[config.mk]
export PLATFORM = sky130hd
export DESIGN_NAME = interrupt_request_flag_unit
export DESIGN_NICKNAME = d
export VERILOG_FILES = /design/src/irf_pkg.sv /design/src/irf_edge_line.sv /design/src/irf_noise_filter.sv /design/src/irf_flag_unit.sv
export SDC_FILE = /design/constraint.sdc
export NUM_CORES = 1
export LEC_CHECK = 0
export BUFFER_PORTS_ARGS = -buffer_cell sky130_fd_sc_hd__buf_2
export CELL_PAD_IN_SITES_DETAIL_PLACEMENT = 1
export CELL_PAD_IN_SITES_GLOBAL_PLACEMENT = 2
export CORE_MARGIN = 2
export CORE_UTILIZATION = 35
export DETAILED_ROUTE_END_ITERATION = 10
export PLACE_DENSITY = 0.84
export REMOVE_ABC_BUFFERS = 1
export SYNTH_ARGS = -nofsm -noshare
export SYNTH_HDL_FRONTEND = slang
export SYNTH_SLANG_ARGS = --single-unit
export TNS_END_PERCENT = 1
[constraint.sdc]
create_clock -name CORE_CLK -period 1.4 [get_ports CORE_CLK]
set_input_delay 0 -clock CORE_CLK [delete_from_list [all_inputs] [get_ports CORE_CLK]]
set_output_delay 0 -clock CORE_CLK [all_outputs]
set_load 0.01 [all_outputs]
[src/irf_pkg.sv]
package irf_pkg;
    localparam logic [3:0] IRF_ADDR_EXT_FLAGS   = 4'h0;
    localparam logic [3:0] IRF_ADDR_TMR_FLAGS   = 4'h1;
    localparam logic [3:0] IRF_ADDR_PER_FLAGS   = 4'h2;
    localparam logic [3:0] IRF_ADDR_EDGE_SEL    = 4'h3;
    localparam logic [3:0] IRF_ADDR_EXT_ENABLE  = 4'h4;
    localparam logic [3:0] IRF_ADDR_TMR_ENABLE  = 4'h5;
    localparam logic [3:0] IRF_ADDR_PER_ENABLE  = 4'h6;
    localparam logic [3:0] IRF_ADDR_PORT_MODE   = 4'h7;
    localparam logic [3:0] IRF_ADDR_CONTROL     = 4'h8;
    localparam logic [3:0] IRF_ADDR_SELECTED    = 4'h9;

    localparam logic [7:0] IRF_EXT_FIXED_ONES   = 8'hc0;
    localparam logic [7:0] IRF_EXT_FLAG_MASK    = 8'h3f;
    localparam logic [7:0] IRF_TMR_FLAG_MASK    = 8'h3f;
    localparam logic [7:0] IRF_PER_FIXED_ONES   = 8'h3c;
    localparam logic [7:0] IRF_PER_FLAG_MASK    = 8'hc3;
    localparam logic [7:0] IRF_EDGE_FIXED_ONES  = 8'hec;
    localparam logic [7:0] IRF_EDGE_MASK        = 8'h13;
    localparam logic [7:0] IRF_RESET_ZERO       = 8'h00;

    // edge select bit positions
    localparam int IRF_EDGE_BIT_L4 = 4;
    localparam int IRF_EDGE_BIT_L1 = 1;
    localparam int IRF_EDGE_BIT_L0 = 0;
    // control register bits
    localparam int IRF_CTL_GMASK  = 0;
    localparam int IRF_CTL_NOISE  = 1;

    localparam int          IRF_NOISE_STATES = 256;
    localparam logic [7:0]  IRF_NOISE_LAST   = 8'(IRF_NOISE_STATES - 1);

    typedef struct packed {
        logic [4:0] timer_ovf;
        logic       direct_xfer;
        logic       conv_done;
        logic       key_scan;
        logic       serial2;
        logic       serial1;
    } irf_events_s;

    typedef struct packed {
        logic       valid;
        logic [3:0] source;
    } irf_request_s;
endpackage

[src/irf_edge_line.sv]
`timescale 1ns/1ps
module irf_edge_line (
    // clock and reset
    input  wire logic clk,
    input  wire logic rst,
    // pin and configuration
    input  wire logic pin,
    input  wire logic rising,
    input  wire logic pin_used,
    // result
    output logic      edge_hit
);
    logic sync1_q;
    logic sync2_q;
    logic prev_q;
    logic hit_w;

    assign hit_w = rising ? (sync2_q & ~prev_q) : (~sync2_q & prev_q);

    always_ff @(posedge clk) begin
        if (rst) begin
            sync1_q <= 1'b1;
            sync2_q <= 1'b1;
            prev_q  <= 1'b1;
        end else begin
            sync1_q <= pin;
            sync2_q <= sync1_q;
            prev_q  <= sync2_q;
        end
    end

    assign edge_hit = hit_w & pin_used;
endmodule

[src/irf_noise_filter.sv]
`timescale 1ns/1ps
module irf_noise_filter (
    // clock and reset
    input  wire logic clk,
    input  wire logic rst,
    // sample input
    input  wire logic level_in,
    // filtered level
    output logic      level_out
);
    import irf_pkg::*;

    logic [7:0] cnt_q;
    logic       first_q;
    logic       out_q;
    logic       tick_w;

    assign tick_w = (cnt_q == IRF_NOISE_LAST);

    // two samples 256 states apart must agree
    always_ff @(posedge clk) begin
        if (rst) begin
            cnt_q   <= IRF_RESET_ZERO;
            first_q <= 1'b1;
            out_q   <= 1'b1;
        end else begin
            cnt_q   <= cnt_q + 8'h01;
            if (tick_w) begin
                first_q <= level_in;
                if (first_q == level_in) begin
                    out_q <= level_in;
                end
            end
        end
    end

    assign level_out = out_q;
endmodule

[src/irf_flag_unit.sv]
`timescale 1ns/1ps
module interrupt_request_flag_unit (
    // clock and reset
    input  wire logic               CORE_CLK,
    input  wire logic               RESET,
    // register port
    input  wire logic [3:0]         REG_ADDR,
    input  wire logic [7:0]         REG_WDATA,
    input  wire logic               REG_WRITE,
    input  wire logic               REG_READ,
    output logic      [7:0]         REG_RDATA,
    // external interrupt pins, active low
    input  wire logic [5:0]         EXTERNAL_INTERRUPT_PINS,
    // peripheral request pulses
    input  wire irf_pkg::irf_events_s PERIPH_EVENTS,
    // cpu side
    input  wire logic               CPU_ACCEPT,
    output irf_pkg::irf_request_s   CPU_REQUEST,
    output logic                    GLOBAL_MASK
);
    import irf_pkg::*;

    logic [5:0] ext_flags_q;
    logic [5:0] tmr_flags_q;
    logic [3:0] per_flags_q;
    logic [7:0] edge_sel_q;
    logic [5:0] ext_en_q;
    logic [7:0] tmr_en_q;
    logic [3:0] per_en_q;
    logic [5:0] port_mode_q;
    logic       noise_on_q;
    logic       gmask_q;
    logic [7:0] rdata_q;
    irf_request_s req_q;

    logic [5:0] ext_flags_d;
    logic [5:0] tmr_flags_d;
    logic [3:0] per_flags_d;
    logic [5:0] edge_hits;
    logic [5:0] line_rising;
    logic [5:0] pin_levels;
    logic       filt0;
    logic [5:0] ext_set;
    logic [5:0] tmr_set;
    logic [3:0] per_set;
    logic [5:0] ext_keep;
    logic [5:0] tmr_keep;
    logic [3:0] per_keep;
    logic       wr_ext;
    logic       wr_tmr;
    logic       wr_per;
    logic [15:0] pending;
    logic [3:0] sel_src;
    logic       sel_valid;
    logic       sel_is_ext;
    logic [7:0] rd_mux;
    logic       gmask_d;

    // line 0 optionally filtered
    irf_noise_filter u_noise (
        .clk       (CORE_CLK),
        .rst       (RESET),
        .level_in  (EXTERNAL_INTERRUPT_PINS[0]),
        .level_out (filt0)
    );

    assign pin_levels = {EXTERNAL_INTERRUPT_PINS[5:1],
                         noise_on_q ? filt0 : EXTERNAL_INTERRUPT_PINS[0]};

    // lines 5,3,2 are falling only
    assign line_rising = {1'b0, edge_sel_q[IRF_EDGE_BIT_L4], 1'b0, 1'b0,
                          edge_sel_q[IRF_EDGE_BIT_L1], edge_sel_q[IRF_EDGE_BIT_L0]};

    genvar gi;
    generate
        for (gi = 0; gi < 6; gi++) begin : g_line
            irf_edge_line u_line (
                .clk      (CORE_CLK),
                .rst      (RESET),
                .pin      (pin_levels[gi]),
                .rising   (line_rising[gi]),
                .pin_used (port_mode_q[gi]),
                .edge_hit (edge_hits[gi])
            );
        end
    endgenerate

    // set sources
    assign ext_set = edge_hits;
    assign tmr_set = {PERIPH_EVENTS.direct_xfer, PERIPH_EVENTS.timer_ovf};
    assign per_set = {PERIPH_EVENTS.conv_done, PERIPH_EVENTS.key_scan,
                      PERIPH_EVENTS.serial2, PERIPH_EVENTS.serial1};

    // write decode
    assign wr_ext = REG_WRITE && (REG_ADDR == IRF_ADDR_EXT_FLAGS);
    assign wr_tmr = REG_WRITE && (REG_ADDR == IRF_ADDR_TMR_FLAGS);
    assign wr_per = REG_WRITE && (REG_ADDR == IRF_ADDR_PER_FLAGS);

    // writing 1 keeps the flag, writing 0 clears it
    assign ext_keep = wr_ext ? REG_WDATA[5:0] : 6'h3f;
    assign tmr_keep = wr_tmr ? REG_WDATA[5:0] : 6'h3f;
    assign per_keep = wr_per ? {REG_WDATA[7:6], REG_WDATA[1:0]} : 4'hf;

    // set wins over clear; acceptance never clears
    assign ext_flags_d = (ext_flags_q & ext_keep) | ext_set;
    assign tmr_flags_d = (tmr_flags_q & tmr_keep) | tmr_set;
    assign per_flags_d = (per_flags_q & per_keep) | per_set;

    // enabled pending requests in priority order, line 0 first
    assign pending = {per_flags_q & per_en_q,
                      tmr_flags_q & tmr_en_q[5:0],
                      ext_flags_q & ext_en_q};

    always_comb begin
        sel_src   = 4'h0;
        sel_valid = 1'b0;
        for (int i = 15; i >= 0; i--) begin
            if (pending[i]) begin
                sel_src   = 4'(i);
                sel_valid = 1'b1;
            end
        end
    end

    assign sel_is_ext = req_q.valid && (req_q.source < 4'h6);
    assign gmask_d    = (REG_WRITE && (REG_ADDR == IRF_ADDR_CONTROL)) ? REG_WDATA[IRF_CTL_GMASK] : gmask_q;

    // read mux
    always_comb begin
        case (REG_ADDR)
            IRF_ADDR_EXT_FLAGS:  rd_mux = IRF_EXT_FIXED_ONES | {2'b00, ext_flags_q};
            IRF_ADDR_TMR_FLAGS:  rd_mux = {2'b00, tmr_flags_q};
            IRF_ADDR_PER_FLAGS:  rd_mux = IRF_PER_FIXED_ONES | {per_flags_q[3:2], 4'h0, per_flags_q[1:0]};
            IRF_ADDR_EDGE_SEL:   rd_mux = IRF_EDGE_FIXED_ONES | edge_sel_q;
            IRF_ADDR_EXT_ENABLE: rd_mux = IRF_EXT_FIXED_ONES | {2'b00, ext_en_q};
            IRF_ADDR_TMR_ENABLE: rd_mux = tmr_en_q;
            IRF_ADDR_PER_ENABLE: rd_mux = IRF_PER_FIXED_ONES | {per_en_q[3:2], 4'h0, per_en_q[1:0]};
            IRF_ADDR_PORT_MODE:  rd_mux = {2'b00, port_mode_q};
            IRF_ADDR_CONTROL:    rd_mux = {6'h00, noise_on_q, gmask_q};
            IRF_ADDR_SELECTED:   rd_mux = {3'h0, req_q.valid, req_q.source};
            default:             rd_mux = IRF_RESET_ZERO;
        endcase
    end

    // flags
    always_ff @(posedge CORE_CLK) begin
        if (RESET) begin
            ext_flags_q <= 6'h00;
            tmr_flags_q <= 6'h00;
            per_flags_q <= 4'h0;
        end else begin
            ext_flags_q <= ext_flags_d;
            tmr_flags_q <= tmr_flags_d;
            per_flags_q <= per_flags_d;
        end
    end

    // configuration registers
    always_ff @(posedge CORE_CLK) begin
        if (RESET) begin
            edge_sel_q  <= IRF_RESET_ZERO;
            ext_en_q    <= 6'h00;
            tmr_en_q    <= IRF_RESET_ZERO;
            per_en_q    <= 4'h0;
            port_mode_q <= 6'h00;
            noise_on_q  <= 1'b0;
        end else if (REG_WRITE) begin
            case (REG_ADDR)
                IRF_ADDR_EDGE_SEL:   edge_sel_q  <= REG_WDATA & IRF_EDGE_MASK;
                IRF_ADDR_EXT_ENABLE: ext_en_q    <= REG_WDATA[5:0];
                IRF_ADDR_TMR_ENABLE: tmr_en_q    <= REG_WDATA;
                IRF_ADDR_PER_ENABLE: per_en_q    <= {REG_WDATA[7:6], REG_WDATA[1:0]};
                IRF_ADDR_PORT_MODE:  port_mode_q <= REG_WDATA[5:0];
                IRF_ADDR_CONTROL:    noise_on_q  <= REG_WDATA[IRF_CTL_NOISE];
                default:             noise_on_q  <= noise_on_q;
            endcase
        end
    end

    // global mask: software writes it, accepting an external request sets it
    always_ff @(posedge CORE_CLK) begin
        if (RESET) begin
            gmask_q <= 1'b1;
        end else if (CPU_ACCEPT && sel_is_ext) begin
            gmask_q <= 1'b1;
        end else begin
            gmask_q <= gmask_d;
        end
    end

    // request to cpu held off by global mask
    always_ff @(posedge CORE_CLK) begin
        if (RESET) begin
            req_q <= '0;
        end else begin
            req_q.valid  <= sel_valid & ~gmask_q;
            req_q.source <= sel_src;
        end
    end

    always_ff @(posedge CORE_CLK) begin
        if (RESET) begin
            rdata_q <= IRF_RESET_ZERO;
        end else if (REG_READ) begin
            rdata_q <= rd_mux;
        end else begin
            rdata_q <= IRF_RESET_ZERO;
        end
    end

    assign REG_RDATA   = rdata_q;
    assign CPU_REQUEST = req_q;
    assign GLOBAL_MASK = gmask_q;
endmodule

==> impl_results.md <==
- Height of the die: about 110 um
- Synth Area in XOR/XNOR: 0.927%
- Routed wire per std cell: 17.2 um
- IO Port Bufs: 46
- Synth area leader: dfxtp_1
- Max-capacitance violation count: 0
- Area growth from synthesis to layout: 25.5%
- Core Area: 10400 um2
- Final slew viol count: 0
- Die area: between 10000 and 15000 um2
- Post-DRT Antenna Nets: 0
- Mux contribution to synthesized area: between 10 and 15%
- Adder-cell area share of the yosys netlist: less than 1%
- Gr usage total: about 20%
- Power density cells: roughly 1100 nW/um2
- Fmax: 754 MHz
- Simple-Gate Fraction of Synth Area: a little over a fifth
- Global-route wire length before repair: between 15000 and 20000 um
- Seq/Total Area, Yosys: around 46%
- Sequential Power Share: roughly half
- Post-Syn Instances: 417
- Net Sw Power: around 1.2 mW
- Internal cell power: around 3.8 mW
- Row cnt: 37
- Routed wire length: between 10000 and 15000 um
- Synth Area in Compound Gates: between 15 and 20%
- Synth cell types: 54
- First-pass DRT Iterations: 4
- CTS Sinks: 86
- Largest net degree at the start of global routing: 40
- Average footprint of a synthesized cell: 9.07 um2
- Num CTS Buffers: 9
- CTS tree: built
- GP Congestion: around 0.9
- Slew margin rel.: about 73%
- Hold Path Class: input pin to register
- Ys async rst share: 0%
- Slew @ Worst Pin: ~0.41 ns
- Via count: roughly 3.4k
- Switch share: 24.3%
- First DRT Iteration DRCs: ~190
- Layout cells sized above 1: between 20% and 30%
- Post-synth EDFFs: 0
- Number of global-route vias before repair: roughly 3.5k
- Synth Cell Area: approximately 3800 um2
- Largest family of logic cells by synthesized area: simple AND/OR/NAND/NOR gates
- Total gr overflow: 0
- Crit path capture type: register
- Ys Warns: 0
- Placed cells: 600
- Critical path class: register to register
- Synth top area share: between 40% and 50%
- Status: completed
- Worst Hold Slack: around 0.034 ns
- WP data required: about 1.7 ns
- CP arrival: between 1.5 and 2 ns
- Final-report setup violation count: 0
- CP Max Fanout: 4
- Initial Util: 36.3%
- Clock latency on the worst-skew pair: between 0.3 and 0.4 ns
- I/O pins: 47
- Longest Clk Path Bufs: 2
- Die Span X: ~110 um
- Fin. Hold Viols: 0
- Post-route insts no fill: about 640
- Min Tclk post-route: ~1.3 ns
- Fin crit share: a little over nine tenths
- CTS H-Tree Depth: 3
- Clk root buf: clkbuf_8
- Worst Setup Start Kind: register
- Clk slew on worst S/H paths: 0.09 ns
- Synth Flop Type: dfxtp_1
- Clock group share of total power: about two fifths
- Post-DP HPWL: a little under 8000 um
- Worst clock skew: approximately 0.0091 ns
- Vias per inst: between 5 and 6
- Initial antenna violation count: 0
- Peak supply drop: 0.560 mV
- Final net count: 534
- Synth top area cells: dfxtp_1, mux2i_1, nor2_1
- Synth Register Bits: 86
- Diode count: 0
- Comb pwr share: about a tenth
- # DRC: 0
- Cell leakage power: roughly 1.9 nW
-- metrics by stage --
step	power (mW)	setup slack, ns	util (%)	setup TNS, ns	area, um2
2_1_floorplan	2.77	0.109	-	0	3630
3_3_place_gp	3.02	0.0945	40.9	0	4260
3_5_place_dp	3.03	0.0371	40.9	0	4260
4_1_cts	5.07	0.0224	45.4	0	4720
5_1_grt	5.24	-0.0214	45.6	-0.0214	4750
6_report	5.01	0.0744	45.6	0	4750
-- cells in the mapped netlist (4+ instances only) --
cell type and n:
a22o_1 6, a22oi_1 4, nand3b_1 7, inv_1 11, buf_2 10, nor2_1 41
a211oi_1 4, and3_1 9, or2_2 17, nand3_1 7, clkbuf_1 7, nor3b_1 7
o21ai_0 30, a21oi_1 27, dfxtp_1 86, nor2b_1 8, mux2i_1 39, a31oi_1 5
buf_4 4, nand2_1 35
-- timing repair --
action | in CTS | in global routing
setup endpoints to repair | 0 | 4
hold buffers | 24 | 0
buffers inserted | 0 | 1
hold endpoints to repair | 37 | 0
resized for setup | 0 | 3
-- final cells by class --
type	instances	area, um2
Fill cell	1266	5670
Multi-Input combinational cell	294	1880
Tap cell	136	170
Timing Repair Buffer	98	706
Clock inverter	5	81.3
Clock buffer	11	141
Inverter	11	41.3
Sequential cell	86	1720
-- cell families (layout without fill, tap and decap cells) --
kind of cell / count (synthesis) / in the layout
xor+xnor: 4 / 4
mux: 42 / 42
fa+ha+maj: 1 / 1
flops: 86 / 86
compound gates: 95 / 95
simple gates: 152 / 152
buf+inv: 37 / 125
-- placed cells by master, fill, tap and decap left out, types with 2 or more instances in the layout --
master          n
nor3b_1         7
or3_1           2
a211oi_1        4
o211ai_1        2
mux2i_1        39
a311oi_1        2
and4b_1         2
nor3_1          3
a21oi_1        27
nand3_1         7
nor2_1         41
buf_4          26
buf_12          2
nand3b_1        7
nand2_1        35
xor2_1          2
a211o_1         2
and3_1          9
nor2b_1         8
nand2b_1        2
or2_2          17
inv_1          11
buf_2          46
a22o_1          6
dfxtp_1        85
bufinv_16       2
a22oi_1         4
dlygate4sd3_1  24
mux2_2          3
o21ai_0        30
a32o_1          2
o22ai_1         3
xnor2_1         2
clkbuf_8       10
a31oi_1         5
o31a_1          2
-- power by group through the flow --
stage	registers (mW)	clock network, mW	logic, mW
after floorplan	2.61	0	0.160
after global placement	2.61	0	0.405
after detailed placement	2.62	0	0.414
after CTS	2.56	2.04	0.468
after global routing	2.57	2.14	0.519
final	2.56	1.98	0.471
-- metal layers --
layer  GRT usage, %  up-vias  share of wire (%)
li1               -     1628                  -
met1           25.8     1632                 45
met2           33.2       80                 47
met3           3.56       20                5.0
met4           8.24        0                2.4
met5              0        -                  0
-- path summary, 6_finish.rpt --
| check | from | endpoint | slack (ns) | cells after the start |
|---|---|---|---|---|
| hold reg to reg | g_line[0].u_line.sync1_q | g_line[0].u_line.sync2_q | 0.42 | 1 |
| setup / recovery | tmr_flags_q[1] | CPU_REQUEST[1] | 0.07 | 4 |
| hold / removal | REG_WDATA[0] | GLOBAL_MASK | 0.03 | 3 |
| setup reg to reg | tmr_flags_q[1] | CPU_REQUEST[1] | 0.07 | 4 |
-- worst max-delay path: stages, from the launching register on --
cell and delay (ns):
dfxtp_1 0.34, a22o_1 0.28, a211oi_1 0.28, o211ai_1 0.13, and3_1 0.19
Power figures use the tool's default switching activity.
